`config.mk`:
```
export PLATFORM = sky130hd
export DESIGN_NAME = crs_register_set
export DESIGN_NICKNAME = d
export VERILOG_FILES = /design/src/pkg/crs_pkg.sv /design/src/crs_register_set.sv
export SDC_FILE = /design/constraint.sdc
export NUM_CORES = 1
export LEC_CHECK = 0
export BUFFER_PORTS_ARGS = -buffer_cell sky130_fd_sc_hd__buf_2
export CELL_PAD_IN_SITES_DETAIL_PLACEMENT = 1
export CELL_PAD_IN_SITES_GLOBAL_PLACEMENT = 2
export CORE_AREA = 2 2 208 210
export CTS_CLUSTER_DIAMETER = 100
export DETAILED_ROUTE_END_ITERATION = 12
export DIE_AREA = 0 0 210 212
export GPL_TIMING_DRIVEN = 0
export PLACE_DENSITY_LB_ADDON = 0.1
export SYNTH_ARGS = -nofsm -noshare
export SYNTH_HDL_FRONTEND = slang
export SYNTH_SLANG_ARGS = --single-unit
```
`constraint.sdc`:
```
create_clock -name clk_sys -period 1.29 [get_ports clk_sys]
set_input_delay 0.1935 -clock clk_sys [delete_from_list [all_inputs] [get_ports clk_sys]]
set_output_delay 0.1935 -clock clk_sys [all_outputs]
set_load 0.05 [all_outputs]
```
`src/pkg/crs_pkg.sv`:
```
package crs_pkg;

  // register index map on the plain register port
  localparam logic [3:0] IDX_ACC  = 4'h0;
  localparam logic [3:0] IDX_BASE = 4'h1;
  localparam logic [3:0] IDX_CNT  = 4'h2;
  localparam logic [3:0] IDX_DATA = 4'h3;
  localparam logic [3:0] IDX_SP   = 4'h4;
  localparam logic [3:0] IDX_BP   = 4'h5;
  localparam logic [3:0] IDX_PSEG = 4'h6;
  localparam logic [3:0] IDX_SSEG = 4'h7;
  localparam logic [3:0] IDX_DS0  = 4'h8;
  localparam logic [3:0] IDX_DS1  = 4'h9;
  localparam logic [3:0] IDX_PC   = 4'hA;
  localparam logic [3:0] IDX_PSW  = 4'hB;

  // number of writable word registers, first four split into bytes
  localparam int NUM_RW  = 10;
  localparam int NUM_GPR = 4;

  // status word bit positions
  localparam int BIT_CY  = 0;
  localparam int BIT_P   = 2;
  localparam int BIT_AC  = 4;
  localparam int BIT_Z   = 6;
  localparam int BIT_S   = 7;
  localparam int BIT_BRK = 8;
  localparam int BIT_IE  = 9;
  localparam int BIT_DIR = 10;
  localparam int BIT_V   = 11;
  localparam int BIT_MD  = 15;

  // fixed ones, storable bits below the mode flag, reset value
  localparam logic [15:0] PSW_ONES  = 16'h7002;
  localparam logic [15:0] PSW_LIVE  = 16'h0FD5;
  localparam logic [15:0] PSW_RST   = 16'h7002;
  localparam logic [15:0] REG_RST   = 16'h0000;
  localparam logic [15:0] RD_NONE   = 16'h0000;

  // write width select for the execution write port
  localparam logic [1:0] HALF_WORD = 2'h0;
  localparam logic [1:0] HALF_LOW  = 2'h1;
  localparam logic [1:0] HALF_HIGH = 2'h2;

  // flag update class of the finished operation
  typedef enum logic [2:0] {
    OP_NONE   = 3'h0,
    OP_ADDSUB = 3'h1,
    OP_INCDEC = 3'h2,
    OP_LOGIC  = 3'h3,
    OP_MUL    = 3'h4,
    OP_SHIFT  = 3'h5
  } crs_op_t;

  // direct carry commands
  typedef enum logic [1:0] {
    CY_KEEP = 2'h0,
    CY_SET  = 2'h1,
    CY_CLR  = 2'h2,
    CY_CMC  = 2'h3
  } crs_cycmd_t;

endpackage

```
`src/crs_register_set.sv`:
```
// Chosen here: the plain strobed port and the register offsets.
`timescale 1ns/10ps
// Function
// - four word registers, independent byte halves
// - fixed default registers exported to datapath
// - four segment base registers held
// - stack pointer and frame base pointer
// - program counter increments per code byte
// - branch loads prefetch pointer
// - status word bit layout fixed
// - carry set, cleared, complemented directly
// - interrupt start clears gate and trap
// - reset clears flags except emulation flag
// - byte status access touches bits 7-0
// - whole status word saved and restored
// - add/sub carry from bit 7 or 15
// - increment/decrement keep carry
// - logical operations clear carry
// - multiply carry from upper word check
// - shift through carry loads shifted bit
// - parity even over low eight bits
// - zero flag over byte or word result
module crs_register_set
(
  input  wire logic                clk_sys,
  input  wire logic                rst_b,
  input  wire logic [3:0]          regAddr,
  input  wire logic [15:0]         regWrData,
  input  wire logic                regWr,
  input  wire logic                regRd,
  output logic      [15:0]         regRdData,
  input  wire logic                exWrEn,
  input  wire logic [3:0]          exWrSel,
  input  wire logic [1:0]          exWrHalf,
  input  wire logic [15:0]         exWrData,
  input  wire crs_pkg::crs_op_t    exAluOp,
  input  wire logic                exByteOp,
  input  wire logic [15:0]         exResult,
  input  wire logic                exCarryOut,
  input  wire logic [15:0]         exMulHigh,
  input  wire logic                exMulSigned,
  input  wire logic                exMulImm8,
  input  wire logic                exShiftBit,
  input  wire crs_pkg::crs_cycmd_t exCyCmd,
  input  wire logic                exFetchByte,
  input  wire logic                exBranch,
  input  wire logic [15:0]         exPrefetchPtr,
  input  wire logic                exIrqStart,
  input  wire logic                exPswLoad,
  input  wire logic [15:0]         exPswData,
  input  wire logic                exPswLowLoad,
  input  wire logic                exPswToAh,
  output logic      [15:0]         accWord,
  output logic      [15:0]         countWord,
  output logic      [15:0]         dataWord,
  output logic      [15:0]         stackPtr,
  output logic      [15:0]         framePtr,
  output logic      [15:0]         progSegment,
  output logic      [15:0]         stackSegment,
  output logic      [15:0]         srcSegment,
  output logic      [15:0]         dstSegment,
  output logic      [15:0]         progCounter,
  output logic      [15:0]         statusWord
);
  import crs_pkg::*;

  logic [15:0] regs_q [NUM_RW];     // word registers and segment bases
  logic [15:0] pc_q;                // program counter
  logic [15:0] psw_q;               // stored status word, mode bit unused
  logic [15:0] psw_d;               // next status word
  logic        md_q;                // emulation mode flag, reset-free
  logic [15:0] rdData_q;            // read data, one cycle after strobe
  logic [15:0] pswView;             // status word as software sees it
  logic        busPsw;              // bus write to status word
  logic        wordLoad;            // any whole-word status restore
  logic [15:0] wordSrc;             // source of a whole-word restore
  logic        resZero;             // result zero at operation width
  logic        mulCy;               // multiply carry

  // status word view: mode flag, stored flags, constant bits
  assign pswView = {md_q, psw_q[14:0]};

  // whole-word status restore, execution pop/return first
  assign busPsw   = regWr && (regAddr == IDX_PSW);
  assign wordLoad = exPswLoad || busPsw;
  assign wordSrc  = exPswLoad ? exPswData : regWrData;

  // per-register write logic, bytes only on the first four
  genvar gi;
  generate
    for (gi = 0; gi < NUM_RW; gi++)
    begin : g_reg
      logic exHit;   // execution port targets this entry
      logic busHit;  // register port targets this entry
      assign exHit  = exWrEn && (exWrSel == 4'(gi));
      assign busHit = regWr && (regAddr == 4'(gi));
      always_ff @(posedge clk_sys or negedge rst_b)
      begin
        if (!rst_b)
        begin
          regs_q[gi] <= REG_RST;
        end
        else if (exHit && gi < NUM_GPR && exWrHalf == HALF_LOW)
        begin
          regs_q[gi][7:0] <= exWrData[7:0];
        end
        else if (exHit && gi < NUM_GPR && exWrHalf == HALF_HIGH)
        begin
          regs_q[gi][15:8] <= exWrData[7:0];
        end
        else if (exHit)
        begin
          regs_q[gi] <= exWrData;
        end
        else if (gi == IDX_ACC && exPswToAh)
        begin
          regs_q[gi][15:8] <= pswView[7:0];
        end
        else if (busHit)
        begin
          regs_q[gi] <= regWrData;
        end
      end
    end
  endgenerate

  // program counter: branch load beats fetch increment
  always_ff @(posedge clk_sys or negedge rst_b)
  begin
    if (!rst_b)
    begin
      pc_q <= REG_RST;
    end
    else if (exBranch)
    begin
      pc_q <= exPrefetchPtr;
    end
    else if (exFetchByte)
    begin
      pc_q <= pc_q + 16'h0001;
    end
  end

  // zero test and multiply carry for the finished operation
  always_comb
  begin
    resZero = exByteOp ? (exResult[7:0] == 8'h00)
                       : (exResult == 16'h0000);
    if (exMulSigned || exMulImm8)
    begin
      mulCy = (exMulHigh != {16{exResult[15]}});
    end
    else
    begin
      mulCy = (exMulHigh != 16'h0000);
    end
  end

  // next status word: restore, flag update, carry command, irq
  always_comb
  begin
    psw_d = psw_q;
    if (wordLoad)
    begin
      psw_d = wordSrc;
    end
    else if (exPswLowLoad)
    begin
      psw_d[7:0] = regs_q[IDX_ACC][15:8];
    end
    unique case (exAluOp)
      OP_ADDSUB:
      begin
        psw_d[BIT_CY] = exCarryOut;
      end
      OP_LOGIC:
      begin
        psw_d[BIT_CY] = 1'b0;
      end
      OP_MUL:
      begin
        psw_d[BIT_CY] = mulCy;
      end
      OP_SHIFT:
      begin
        psw_d[BIT_CY] = exShiftBit;
      end
      default:
      begin
        psw_d[BIT_CY] = psw_d[BIT_CY];
      end
    endcase
    // parity, zero, sign after add/sub, inc/dec, logic, shift
    if (exAluOp != OP_NONE && exAluOp != OP_MUL)
    begin
      psw_d[BIT_P] = ~^exResult[7:0];
      psw_d[BIT_Z] = resZero;
      psw_d[BIT_S] = exByteOp ? exResult[7] : exResult[15];
    end
    // direct carry commands
    unique case (exCyCmd)
      CY_SET:  psw_d[BIT_CY] = 1'b1;
      CY_CLR:  psw_d[BIT_CY] = 1'b0;
      CY_CMC:  psw_d[BIT_CY] = ~psw_q[BIT_CY];
      CY_KEEP: psw_d[BIT_CY] = psw_d[BIT_CY];
    endcase
    // interrupt entry drops the gate and trap last
    if (exIrqStart)
    begin
      psw_d[BIT_IE]  = 1'b0;
      psw_d[BIT_BRK] = 1'b0;
    end
    psw_d = (psw_d & PSW_LIVE) | PSW_ONES;
  end

  // status flags, cleared by reset
  always_ff @(posedge clk_sys or negedge rst_b)
  begin
    if (!rst_b)
    begin
      psw_q <= PSW_RST;
    end
    else
    begin
      psw_q <= psw_d;
    end
  end

  // emulation flag, untouched by reset, only word restores
  always_ff @(posedge clk_sys)
  begin
    if (wordLoad)
    begin
      md_q <= wordSrc[BIT_MD];
    end
  end

  // register port read, data only in the cycle after strobe
  always_ff @(posedge clk_sys or negedge rst_b)
  begin
    if (!rst_b)
    begin
      rdData_q <= RD_NONE;
    end
    else if (regRd && regAddr < IDX_PC)
    begin
      rdData_q <= regs_q[regAddr];
    end
    else if (regRd && regAddr == IDX_PC)
    begin
      rdData_q <= pc_q;
    end
    else if (regRd && regAddr == IDX_PSW)
    begin
      rdData_q <= pswView;
    end
    else
    begin
      rdData_q <= RD_NONE;
    end
  end

  // outputs straight from the register flops
  assign regRdData    = rdData_q;
  assign accWord      = regs_q[IDX_ACC];
  assign countWord    = regs_q[IDX_CNT];
  assign dataWord     = regs_q[IDX_DATA];
  assign stackPtr     = regs_q[IDX_SP];
  assign framePtr     = regs_q[IDX_BP];
  assign progSegment  = regs_q[IDX_PSEG];
  assign stackSegment = regs_q[IDX_SSEG];
  assign srcSegment   = regs_q[IDX_DS0];
  assign dstSegment   = regs_q[IDX_DS1];
  assign progCounter  = pc_q;
  assign statusWord   = pswView;
endmodule

```
== Word-level counts from Yosys, hierarchy flattened ==
Cells that the tools add are included.
Cells by class
  add/sub/neg operators: 1
  reduce and logical (&&, ||, !) cells: 69
  multiply operators: 0
  shift-type cells: 0
  bitwise gates (word level): 6
  equal/unequal tests: 37
  order comparisons: 2
  multiplexer cells: 54
  div/mod/pow operators: 0
Operators by type and width (count)
  16-bit two-way mux: 28
  8-bit two-way mux: 16
  16-bit binary-select mux with 4-bit select: 1
  1-bit logical AND: 33
  4-bit by 3-bit equality test with 1-bit output (second input constant): 8
  3-bit nonzero test: 9
  4-bit equality test (second input constant): 6
  2-bit nonzero test: 9
  16-bit by 1-bit adder with 16-bit output (second input constant): 1
  4-bit by 2-bit equality test with 1-bit output (second input constant): 4
  16-bit logical NOT: 1
  16-bit != test: 1
  16-bit nonzero test: 1
  2-bit AND reduction: 7
  4-bit by 1-bit equality test with 1-bit output (second input constant): 2
  4-bit logical NOT: 2
  8-bit logical NOT: 1
  2-bit != test (second input constant): 4
  1-bit one-hot mux with 4 select lines: 2
  8-bit XNOR reduction: 1
  7-bit by 3-bit != test with 1-bit output (second input constant): 1
  2-bit equality test (second input constant): 3
  3-bit equality test (second input constant): 2
  2-bit two-way mux: 3
  other kinds (14): 23
Word-level totals
  register bits after elaboration: 202
  bits in read-only memories: 0
  latch bits: 0
  memories kept: 0
  bits in writable memories: 0
  output and inout bits: 192

== Logic depth before layout (Yosys ltp) ==
Gate-level depths: netlist of run 1.
  depth in word-level cells: 7
  mapped depth: 8
  mapped depth without buffers: 6

== Worst setup path after synthesis of run 1 ==
Ideal clock, no wire load.
  path type: register to register
  start point: register pc_q[0] (netlist: progCounter[0])
  end point: register pc_q[14] (netlist: progCounter[14])
  buffers on the path: 0
  slack: -550 ps
  stages on the path, launching flop included: 7
  arrival time: 1758 ps
  data required time: 1207 ps
  cells stage by stage: dfrtp_1 > ha_1 > nand3_1 > nor3_1 > nand3_1 > xor2_1 > o21ai_0
Between the ends
  cells in the longest elaborated chain, start to end: 3
RTL lines
  from (decl): RTL line crs_register_set.sv:68  | logic [15:0] pc_q;
  from (signal assigned): RTL line crs_register_set.sv:136  | pc_q <= exPrefetchPtr;
  from (signal assigned): RTL line crs_register_set.sv:140  | pc_q <= pc_q + 16'h0001;
  16-bit by 1-bit adder with 16-bit output: RTL line crs_register_set.sv:140
  16-bit two-way mux: RTL line crs_register_set.sv:138  | else if (exFetchByte)
  16-bit two-way mux: RTL line crs_register_set.sv:134  | else if (exBranch)
No other way between the ends. The select of a mux whose other input is x is not followed.
A chain may end at the register's enable or synchronous reset.

== Worst setup path in the final report of run 1 ==
  start point: register regs_q (netlist bit framePtr[2])
  end point: register rdData_q[2] (netlist: regRdData[2])
Between the ends
  cells in the longest elaborated chain, start to end: 4
RTL lines
  from (decl): RTL line crs_register_set.sv:67  | logic [15:0] regs_q [NUM_RW];
  from (signal, indexed assignment): RTL line crs_register_set.sv:105  | regs_q[gi][7:0] <= exWrData[7:0];
  from (signal, indexed assignment): RTL line crs_register_set.sv:109  | regs_q[gi][15:8] <= exWrData[7:0];
  from (signal, indexed assignment): RTL line crs_register_set.sv:113  | regs_q[gi] <= exWrData;
  16-bit binary-select mux with 4-bit select: RTL line crs_register_set.sv:247  | rdData_q <= regs_q[regAddr];
  16-bit two-way mux (implied by the code) (2 in series): RTL line crs_register_set.sv:247
  16-bit two-way mux: RTL line crs_register_set.sv:245  | else if (regRd && regAddr < IDX_PC)
  to (signal assigned): RTL line crs_register_set.sv:247
  to (signal assigned): RTL line crs_register_set.sv:251  | rdData_q <= pc_q;
  to (signal assigned): RTL line crs_register_set.sv:255  | rdData_q <= pswView;
  to (decl): RTL line crs_register_set.sv:72  | logic [15:0] rdData_q;
No other way between the ends. The select of a mux whose other input is x is not followed.

==> out/results.ini, run 1 <==
[placed_design]
dp_hpwl_um = 42000
placed_area_um2 = 15200
port_buffers = 293
dp_cells = 2145
gp_congestion = 0.856

[worst_setup_path]
r2r_start = framePtr[2]$_DFFE_PN0P_
worst_path_max_delay_cell = mux4_2
crit_path_frequent_cell = nand2_1
cp_max_fo = 3
crit_type = reg -> reg
cp.required_ns = 1.75
reg2reg_slack_ns = -0.40
crit_path_start_kind = register
timing.rr.end = regRdData[2]$_DFF_PN0_
path_cells = mux4_2, a22oi_2, o21ai_1, nand2_1, nand2_1
r2r_cells = 5
cpPeakStageDelay_ns = 0.49
end_kind = register
arrival_ns = 2.14

[synthesis]
synth-edff-count = 1
avgSynthCellArea_um2 = 9.66
synth_cell_type_count = 56
syn_inst = 1301
ys_async_sr_fraction_pct = 99.5
yosys_warnings = 0
synth_flop_cell = dfrtp_1
synth-seq-cells = 202
netlist_area_um2 = 12600
seq_area_frac_synth_pct = 40.3

[routing]
drt-wirelength-per-cell_um = 25.9
first_pass_iters = 5
drt_iter0_drc = 641
drc = 0
vias_per_cell = 5.01
ant_nets = 0
vias = 11700
wirelength_um = 60700

[clocking]
cts.sinks = 202
holdBufCountCts = 37
cts_max_path_buffers = 3
cts_max_level = 1
cts_tree = yes
clk_latency_ns = 0.58
clockRootBuffer = clkbuf_16
clkSlewWorstSetupHoldPaths_ns = 0.06
cts_buffers = 27

[sta]
setup_viol = 208
finalMaxSlewViolations = 0
worst_pin_slew_ns = 1.08
hold_viol_final = 101
whs_ns = -0.270
max_clock_freq_mhz = 593
rsz0062_at_grt = yes
period_share_pct = 131
setup_ws_ns = -0.397
min_period_ns = 1.69
relSlewSlack_pct = 28.0
clock_skew_ns = 0.0301

[grt]
antenna_found_initial = 6
grt.met3_usage_pct = 4.95
grt_pass1_vias = 12400
grt_util_met1_pct = 34.8
gr-max-usage-layer = met2
grt_first_pass_wirelength_um = 86100
met2_usage_pct = 44.7
grt_use_total_pct = 26.6
grt-ovfl-total = 0
grt_start_max_net_pins = 103

[floorplan]
rows = 76
start_util_pct = 29.6
die_w_um = 210
die-area_um2 = 44500
fp.dieH_um = 212
io_pins = 319
core-area_um2 = 42500

[cells_and_area]
nets = 1912
drive_above_1_share_pct = 45.9
synthToLayoutAreaGrowth_pct = 58.8
design_area_um2 = 20000
multi_input_area_um2 = 6410
final_cells = 2344
num-fill-cells = 4651
regArea_um2 = 5100

[pwr]
p_leak_nw = 9.19
vdd_drop_max_mv = 0.879
cellPowerDensity_nw_per_um2 = 1680

[outcome]
violations = negative hold slack, negative setup slack
status = finished, violations left

[run]
drv_cap = 0

[min_path]
worstHoldPathType = in -> async

[through the flow]
stage / hold slack, ns / setup TNS, ns / util, % / total power [W] / setup WS [ns]
2_1_floorplan: -0.102 / -31.34 / - / 0.0178 / -0.427
3_3_place_gp: 0.374 / -911.03 / 35.6 / 0.0211 / -4.34
3_5_place_dp: 0.330 / -135.80 / 35.7 / 0.0212 / -1.06
4_1_cts: -0.266 / -30.88 / 45.4 / 0.0332 / -0.370
5_1_grt: -0.226 / -35.39 / 46.9 / 0.0349 / -0.422
6_report: -0.270 / -27.31 / 46.9 / 0.0336 / -0.397
[worst max path at each step]
stage                     slack, ns                    endpoint  cells past startpoint                     from
after floorplan               -0.43    countWord[0]$_DFFE_PN0P_                      6               exWrSel[0]
after global placement        -4.34  progCounter[7]$_DFFE_PN0P_                      1                    rst_b
after detailed placement      -1.06      regRdData[2]$_DFF_PN0_                      8               regAddr[1]
after CTS                     -0.37      regRdData[5]$_DFF_PN0_                      4  framePtr[5]$_DFFE_PN0P_
after global routing          -0.42      regRdData[2]$_DFF_PN0_                      5  framePtr[2]$_DFFE_PN0P_
final                         -0.40      regRdData[2]$_DFF_PN0_                      5  framePtr[2]$_DFFE_PN0P_
[final cells by class]
type / count / area share [%]
Antenna cell: 2 / 0.0251
Buffer: 156 / 6.58
Clock buffer: 42 / 4.07
Clock inverter: 3 / 0.150
Inverter: 32 / 0.602
Multi-Input combinational cell: 829 / 32.1
Sequential cell: 202 / 25.6
Tap cell: 546 / 3.42
Timing Repair Buffer: 532 / 27.5
[Yosys cell counts (2+ instances only)]
library cell	instances	share of area (%)
dfrtp_1	201	40
nand3_1	7	0.28
ha_1	5	0.50
mux2i_1	180	14
xnor2_1	8	0.56
nand2b_1	7	0.35
o21ai_0	120	4.8
and3_1	3	0.15
nor2_2	4	0.20
and2_1	2	0.10
conb_1	2	0.060
inv_1	32	0.96
o21ai_1	8	0.32
nand4_1	12	0.60
or3_1	2	0.10
nor4_1	7	0.35
clkbuf_1	60	1.8
buf_2	17	0.68
mux4_2	32	5.7
nor3_1	6	0.24
mux2i_4	3	0.54
o22ai_1	5	0.25
nor2b_1	9	0.45
mux2_2	20	1.8
nand3b_1	4	0.24
a22o_1	2	0.14
a211oi_1	6	0.36
a22oi_1	22	1.3
xor2_1	10	0.70
nor2_1	89	2.7
buf_4	160	9.6
a221oi_1	5	0.35
nand2_1	147	4.4
a21oi_1	78	3.1
nor3b_1	2	0.12
buf_1	4	0.12
[worst max-delay path, delay by kind of cell, from the launching register on]
family          cells  cell delay [ns]
mux                 1             0.49
simple gates        2             0.16
compound gates      2             0.50
flops               1             0.42
[routing by layer]
layer / vias to the layer above / share of wire [%]
li1: 5344 / -
met1: 5941 / 43
met2: 369 / 48
met3: 76 / 5.2
met4: 8 / 3.1
met5: - / 0.086
[power breakdown]
part / total, W / leakage (nW) / internal [W] / switching, W
Sequential: 0.00921 / 2.40 / 0.00778 / 0.00143
Combinational: 0.0170 / 6.37 / 0.00800 / 0.00904
Clock: 0.00735 / 0.416 / 0.00428 / 0.00307
[cell families after synthesis]
logic type      after synthesis  synth area share (%)
fa+ha+maj                     5                 0.498
xor+xnor                     18                  1.25
mux                         235                  22.4
compound gates              257                  11.5
buf+inv                     274                  13.1
other cells                   2                0.0598
flops                       202                  40.3
simple gates                308                  10.9
[cell usage in the layout, fill, tap and decap left out, types with 5 or more instances in the layout]
| cell | Yosys | final |
|---|---|---|
| nand4_1 | 12 | 12 |
| o21ai_1 | 8 | 60 |
| nor2_4 | 0 | 9 |
| buf_6 | 0 | 180 |
| dlygate4sd3_1 | 0 | 37 |
| o21ai_0 | 120 | 64 |
| buf_8 | 0 | 140 |
| clkbuf_1 | 60 | 50 |
| nand2_1 | 147 | 140 |
| clkbuf_2 | 1 | 12 |
| mux2i_1 | 180 | 173 |
| a21oi_2 | 1 | 7 |
| dfrtp_1 | 201 | 165 |
| conb_1 | 2 | 6 |
| nor4_1 | 7 | 6 |
| mux2i_4 | 3 | 5 |
| buf_2 | 17 | 111 |
| clkbuf_8 | 0 | 8 |
| mux2i_2 | 0 | 5 |
| mux2_4 | 0 | 12 |
| dfrtp_2 | 0 | 36 |
| inv_1 | 32 | 28 |
| buf_4 | 160 | 138 |
| mux2_2 | 20 | 8 |
| nor2_1 | 89 | 82 |
| nand2_2 | 0 | 5 |
| nor2b_1 | 9 | 9 |
| xor2_1 | 10 | 10 |
| a22oi_2 | 0 | 11 |
| a21oi_1 | 78 | 71 |
| clkbuf_16 | 0 | 28 |
| buf_12 | 0 | 20 |
| mux4_2 | 32 | 32 |
| nand2b_1 | 7 | 6 |
| a22oi_1 | 22 | 11 |
[flip-flops by register name, summed over array words and instances, names as in the netlist]
signal / cells
framePtr: 16
progSegment: 16
md_q: 1
progCounter: 16
psw_q: 9
regs_q: 16
regRdData: 16
dstSegment: 16
srcSegment: 16
accWord: 16
stackSegment: 16
stackPtr: 16
countWord: 16
dataWord: 16
[repair_timing]
item,CTS,global route
pin swaps,24,29
endpoints found under the setup margin,299,325
gates resized for setup,712,126
hold endpoints to repair,147,101
buffers inserted,120,96
No activity file was read; power rests on OpenSTA's default activity.
==> run 2: changes to the inputs <==
Settings changed: REMOVE_ABC_BUFFERS set to 1.
==> out/results.ini, run 2 (synthesis results as in run 1) <==
[outcome]
status = finished, violations left
violations = negative hold slack, negative setup slack

[clocking]
clockRootBuffer = clkbuf_16
clk_latency_ns = 0.55  ; -0.03 ns
cts_max_path_buffers = 3  ; unchanged
cts_tree = yes
cts_buffers = 26  ; -3.7%
cts_max_level = 1  ; unchanged
cts.sinks = 202  ; unchanged
clkSlewWorstSetupHoldPaths_ns = 0.06  ; about the same

[floorplan]
core-area_um2 = 42500  ; unchanged
rows = 76  ; unchanged
die-area_um2 = 44500  ; unchanged
fp.dieH_um = 212  ; unchanged
io_pins = 319  ; unchanged
start_util_pct = 29.6  ; unchanged
die_w_um = 210  ; unchanged

[sta]
rsz0062_at_grt = yes
finalMaxSlewViolations = 0  ; unchanged
min_period_ns = 1.61  ; -0.0739 ns
worst_pin_slew_ns = 0.694  ; -0.386 ns
period_share_pct = 125  ; -5.7 points
whs_ns = -0.440  ; -0.170 ns
relSlewSlack_pct = 53.6  ; +26 points
setup_viol = 194  ; -6.7%
setup_ws_ns = -0.323  ; +0.0739 ns
hold_viol_final = 102  ; +0.99%
finalSetupTns_ns = -13.41  ; +13.91 ns
max_clock_freq_mhz = 620  ; +4.6%
clock_skew_ns = 0.0201  ; -0.00999 ns

[cells_and_area]
final_cell_mix = buf_6, dfrtp_1, mux2i_1
num-fill-cells = 4592  ; -1.3%
nets = 1778  ; -7.0%
fin_util_pct = 44.2  ; -2.8 points
drive_above_1_share_pct = 44.2  ; -1.7 points
regArea_um2 = 5080  ; -0.42%
final_common_cell = buf_6
multi_input_area_um2 = 6540  ; +2.1%
synthToLayoutAreaGrowth_pct = 49.5

[grt]
grt_start_max_net_pins = 86  ; -17%
grt-ovfl-total = 0  ; unchanged
antenna_found_initial = 3  ; -3
grt_use_total_pct = 24.2  ; -2.4 points
grt_pass1_vias = 11600  ; -6.3%
grt_first_pass_wirelength_um = 79600  ; -7.6%

[placed_design]
port_buffers = 306  ; +4.4%
dp_hpwl_um = 35900  ; -14%
gp_congestion = 0.747  ; -13%

[worst_setup_path]
cp_max_fo = 3  ; unchanged
crit_path_start_kind = register
end_kind = register
cp.required_ns = 1.73  ; -0.02 ns
crit_type = reg -> reg
arrival_ns = 2.05  ; -0.09 ns

[pwr]
combPwrFrac_pct = 46.3  ; -4.4 points
p_leak_nw = 8.59  ; -6.5%
seq_power_share_pct = 29.9  ; +2.5 points
p_clk_share_pct = 23.7  ; +1.8 points
p_int_w = 0.0180  ; -10%
vdd_drop_max_mv = 0.852  ; -3.1%
cellPowerDensity_nw_per_um2 = 1620  ; -3.5%
switching_share_pct = 41.0  ; +0.71 points
p_sw_w = 0.0125  ; -7.6%

[routing]
vias = 11100  ; -5.8%
vias_per_cell = 5.01  ; about the same
first_pass_iters = 5  ; unchanged
drt_iter0_drc = 632  ; -1.4%
drc = 0  ; unchanged
drt-wirelength-per-cell_um = 25.2  ; -2.7%
wirelength_um = 55700  ; -8.3%
ant_nets = 0  ; unchanged

[run]
drv_cap = 0  ; unchanged

[min_path]
worstHoldPathType = in -> async

[run 2: cell count changes in the layout (fill, tap and decap cells not counted), moves of 17 or more]
cell	previous run	this run
clkbuf_1	50	6
buf_8	140	48
o21ai_0	64	94
dfrtp_2	36	19
o21ai_1	60	23
buf_6	180	200
dfrtp_1	165	182
[run 2: per-stage QoR]
step                hold slack [ns]  total power, W  area (um2)  setup WS [ns]  instances
CTS                          -0.438          0.0295       17600         -0.306       2136
floorplan                    -0.102          0.0156       11000          -1.06       1063
global placement              0.376          0.0189       13300          -4.10       1915
global route                 -0.433          0.0318       18800         -0.377       2208
finish                       -0.440          0.0305       18800         -0.323       2208
detailed placement            0.138          0.0191       13800          -1.96       1937
[run 2: power by group through the flow]
stage	Sequential [W]	Clock, W	Combinational (W)
after detailed placement	0.00911	0	0.0100
after global placement	0.00909	0	0.00980
after global routing	0.00929	0.00766	0.0148
final	0.00913	0.00724	0.0141
after CTS	0.00916	0.00747	0.0129
after floorplan	0.0132	0	0.00239
[run 2: repair_timing]
action,4_1_cts,5_1_grt
pin swaps,40,45
setup buffers,119,74
resized for setup,519,155
setup endpoints to repair,382,360
hold buffers,35,1
hold endpoints to repair,121,45
gates cloned,3,1
[run 2: metal layers]
| metal | up-vias | track usage, % | part of all wire (%) |
|---|---|---|---|
| met5 | - | 0 | 0.023 |
| met4 | 2 | 5.40 | 1.6 |
| met3 | 48 | 3.44 | 4.3 |
| met2 | 278 | 39.8 | 48 |
| met1 | 5657 | 33.8 | 47 |
| li1 | 5068 | - | - |
[run 2: critical path, stage by stage, from the launching register on]
cell     delay (ns)
dfrtp_1        0.41
mux4_2         0.47
a22oi_2        0.27
o21ai_4        0.13
a22o_1         0.21
[run 2: final timing paths]
kind	end	startpoint	cells after the start	slack (ns)
min	psw_q[7]$_DFFE_PN0P_	rst_b	1	-0.44
max in group asynchronous	progCounter[7]$_DFFE_PN0P_	rst_b	3	0.32
min reg2reg	regs_q[128]$_DFFE_PN0P_	regs_q[128]$_DFFE_PN0P_	2	0.50
min in group clk_sys	psw_q[7]$_DFFE_PN0P_	exByteOp	3	0
max reg2reg	regRdData[3]$_DFF_PN0_	stackPtr[3]$_DFFE_PN0P_	4	-0.32
max	regRdData[3]$_DFF_PN0_	stackPtr[3]$_DFFE_PN0P_	4	-0.32
[run 2: final cells by class]
class | instances | share of cell area (%)
clock buffer | 39 | 4.16
tap | 546 | 3.64
inverter | 32 | 0.640
timing repair buffer | 552 | 29.4
multi-input combinational | 832 | 34.9
clock inverter | 3 | 0.213
sequential | 202 | 27.1
antenna | 2 | 0.0267
==> run 3: changes to the inputs <==
Settings changed: CELL_PAD_IN_SITES_DETAIL_PLACEMENT 1 to 0, CELL_PAD_IN_SITES_GLOBAL_PLACEMENT 2 to 1, CORE_AREA 2 2 208 210 to 2 2 188 190, DIE_AREA 0 0 210 212 to 0 0 190 192.
==> out/results.ini, run 3 (synthesis results as in run 1) <==
[outcome]
status = finished, violations left
violations = negative setup slack

[pwr]
p_clk_share_pct = 23.6  ; about the same
switching_share_pct = 40.4  ; -0.65 points
cellPowerDensity_nw_per_um2 = 1630  ; +0.29%
p_sw_w = 0.0122  ; -2.1%
p_leak_nw = 8.59  ; about the same
seq_power_share_pct = 29.9  ; about the same
combPwrFrac_pct = 46.6  ; +0.3 points
vdd_drop_max_mv = 0.963  ; +13%
p_int_w = 0.0181  ; +0.61%

[routing]
drt_iter0_drc = 785  ; +24%
vias = 10800  ; -2.0%
drc = 0  ; unchanged
wirelength_um = 49200  ; -12%
ant_nets = 0  ; unchanged
vias_per_cell = 5.11  ; +2.0%
first_pass_iters = 5  ; unchanged
drt-wirelength-per-cell_um = 23.2  ; -7.9%

[cells_and_area]
synthToLayoutAreaGrowth_pct = 48.3
diodes = 0  ; -2
final_common_cell = buf_6
drive_above_1_share_pct = 43.6  ; -0.58 points
design_area_um2 = 18600  ; -0.77%
nets = 1783  ; +0.28%
final_cell_mix = buf_6, dfrtp_1, mux2i_1

[grt]
grt_start_max_net_pins = 84  ; -2.3%
grt_use_total_pct = 26.1  ; +1.9 points
grt_first_pass_wirelength_um = 70300  ; -12%
grt_pass1_vias = 10600  ; -9.0%
grt-ovfl-total = 0  ; unchanged
antenna_found_initial = 0  ; -3

[sta]
setup_viol = 153  ; -21%
worst_pin_slew_ns = 0.679  ; -0.0148 ns
relSlewSlack_pct = 54.6  ; +1.0 points
hold_viol_final = 0  ; -100%
period_share_pct = 122  ; -3.5 points
min_period_ns = 1.57  ; -0.0454 ns
rsz0062_at_grt = yes
max_clock_freq_mhz = 638  ; +2.9%
finalMaxSlewViolations = 0  ; unchanged
clock_skew_ns = 0.0103  ; -0.00985 ns
setup_ws_ns = -0.278  ; +0.0454 ns

[worst_setup_path]
crit_type = reg -> reg
end_kind = register
crit_path_start_kind = register
cpPeakStageDelay_ns = 0.48  ; about the same
worst_path_max_delay_cell = mux4_2
path_cells = mux4_2, inv_2, o22ai_2, a221oi_2, nor2_1
arrival_ns = 1.96  ; -0.09 ns
cp_max_fo = 4  ; +1
cp.required_ns = 1.69  ; -0.04 ns

[clocking]
cts_max_path_buffers = 3  ; unchanged
clk_latency_ns = 0.53  ; -0.02 ns
cts_buffers = 26  ; unchanged
clkSlewWorstSetupHoldPaths_ns = 0.06  ; about the same
cts_tree = yes
clockRootBuffer = clkbuf_16
cts_max_level = 1  ; unchanged
cts.sinks = 202  ; unchanged

[run]
drv_cap = 0  ; unchanged

[placed_design]
dp_hpwl_um = 31600  ; -12%
gp_congestion = 0.773  ; +3.5%
placed_area_um2 = 13600  ; -1.1%
place_ws_ns = -1.87  ; +0.0917 ns
port_buffers = 306  ; unchanged

[min_path]
worstHoldPathType = in -> reg

[floorplan]
io_pins = 319  ; unchanged
start_util_pct = 36.6  ; +7.1 points
die_w_um = 190  ; -9.5%
die-area_um2 = 36500  ; -18%
core-area_um2 = 34300  ; -19%
rows = 68  ; -11%
fp.dieH_um = 192  ; -9.4%

-- run 3: cell types whose count changed in the layout (fill, tap and decap cells not counted), moves of 4 or more --
cell | previous run | this run
buf_4 | 125 | 132
buf_6 | 200 | 196
mux2_2 | 11 | 6
mux2_4 | 9 | 14
-- run 3: power by group through the flow --
stage | combinational (W) | sequential, W | clock, W
2_1_floorplan | 0.00239 | 0.0132 | 0
3_3_place_gp | 0.00971 | 0.00900 | 0
3_5_place_dp | 0.00986 | 0.00903 | 0
4_1_cts | 0.0130 | 0.00910 | 0.00727
5_1_grt | 0.0148 | 0.00922 | 0.00758
6_report | 0.0141 | 0.00906 | 0.00715
-- run 3: path summary, 6_finish.rpt --
path | from | endpoint | slack (ns) | depth (start not counted)
setup / recovery | accWord[14]$_DFFE_PN0P_ | regRdData[14]$_DFF_PN0_ | -0.28 | 5
setup reg to reg | accWord[14]$_DFFE_PN0P_ | regRdData[14]$_DFF_PN0_ | -0.28 | 5
hold reg to reg | regs_q[130]$_DFFE_PN0P_ | regs_q[130]$_DFFE_PN0P_ | 0.48 | 2
max in group asynchronous | rst_b | stackPtr[0]$_DFFE_PN0P_ | 0.27 | 3
min in group asynchronous | rst_b | progCounter[11]$_DFFE_PN0P_ | 0.18 | 2
hold / removal | exWrData[14] | progSegment[14]$_DFFE_PN0P_ | 0.03 | 3
-- run 3: critical path: cells and delay by family (launching register included) --
kind | cells | cell delay (ns)
compound gates | 2 | 0.38
buf+inv | 1 | 0.08
flops | 1 | 0.42
mux | 1 | 0.48
simple gates | 1 | 0.08
-- run 3: repair_timing --
item,4_1_cts,5_1_grt
setup buffers,124,72
hold buffers,34,2
endpoints found under the hold margin,112,1
gates cloned,4,1
gates resized for setup,543,119
setup endpoints to repair,382,331
pin swaps,43,38
-- run 3: area by class of cell --
class                   count  area, um2
clock buffers              40        774
clock inverters             3       40.0
fillers                  3080      15700
inverters                  32        120
multi-input cells         831       6470
flip-flops and latches    202       5080
well taps                 455        569
repair buffers            558       5580
-- run 3: per-stage QoR --
step	power (W)	utilization, %	std cells	hold slack, ns	setup TNS [ns]
finish	0.0303	54.3	2121	0.0250	-10.85
global route	0.0316	54.3	2121	0.0195	-18.19
CTS	0.0294	51.4	2050	0.00497	-11.21
detailed placement	0.0189	39.7	1845	0.150	-244.06
global placement	0.0187	38.3	1824	0.382	-1271.83
floorplan	0.0156	-	1063	-0.102	-128.82
-- run 3: layer usage --
metal / wire length, um / global-route usage [%]
met5: 0 / 0
met2: 23000 / 42.3
met4: 977 / 5.28
met3: 3810 / 6.76
met1: 21500 / 35.1
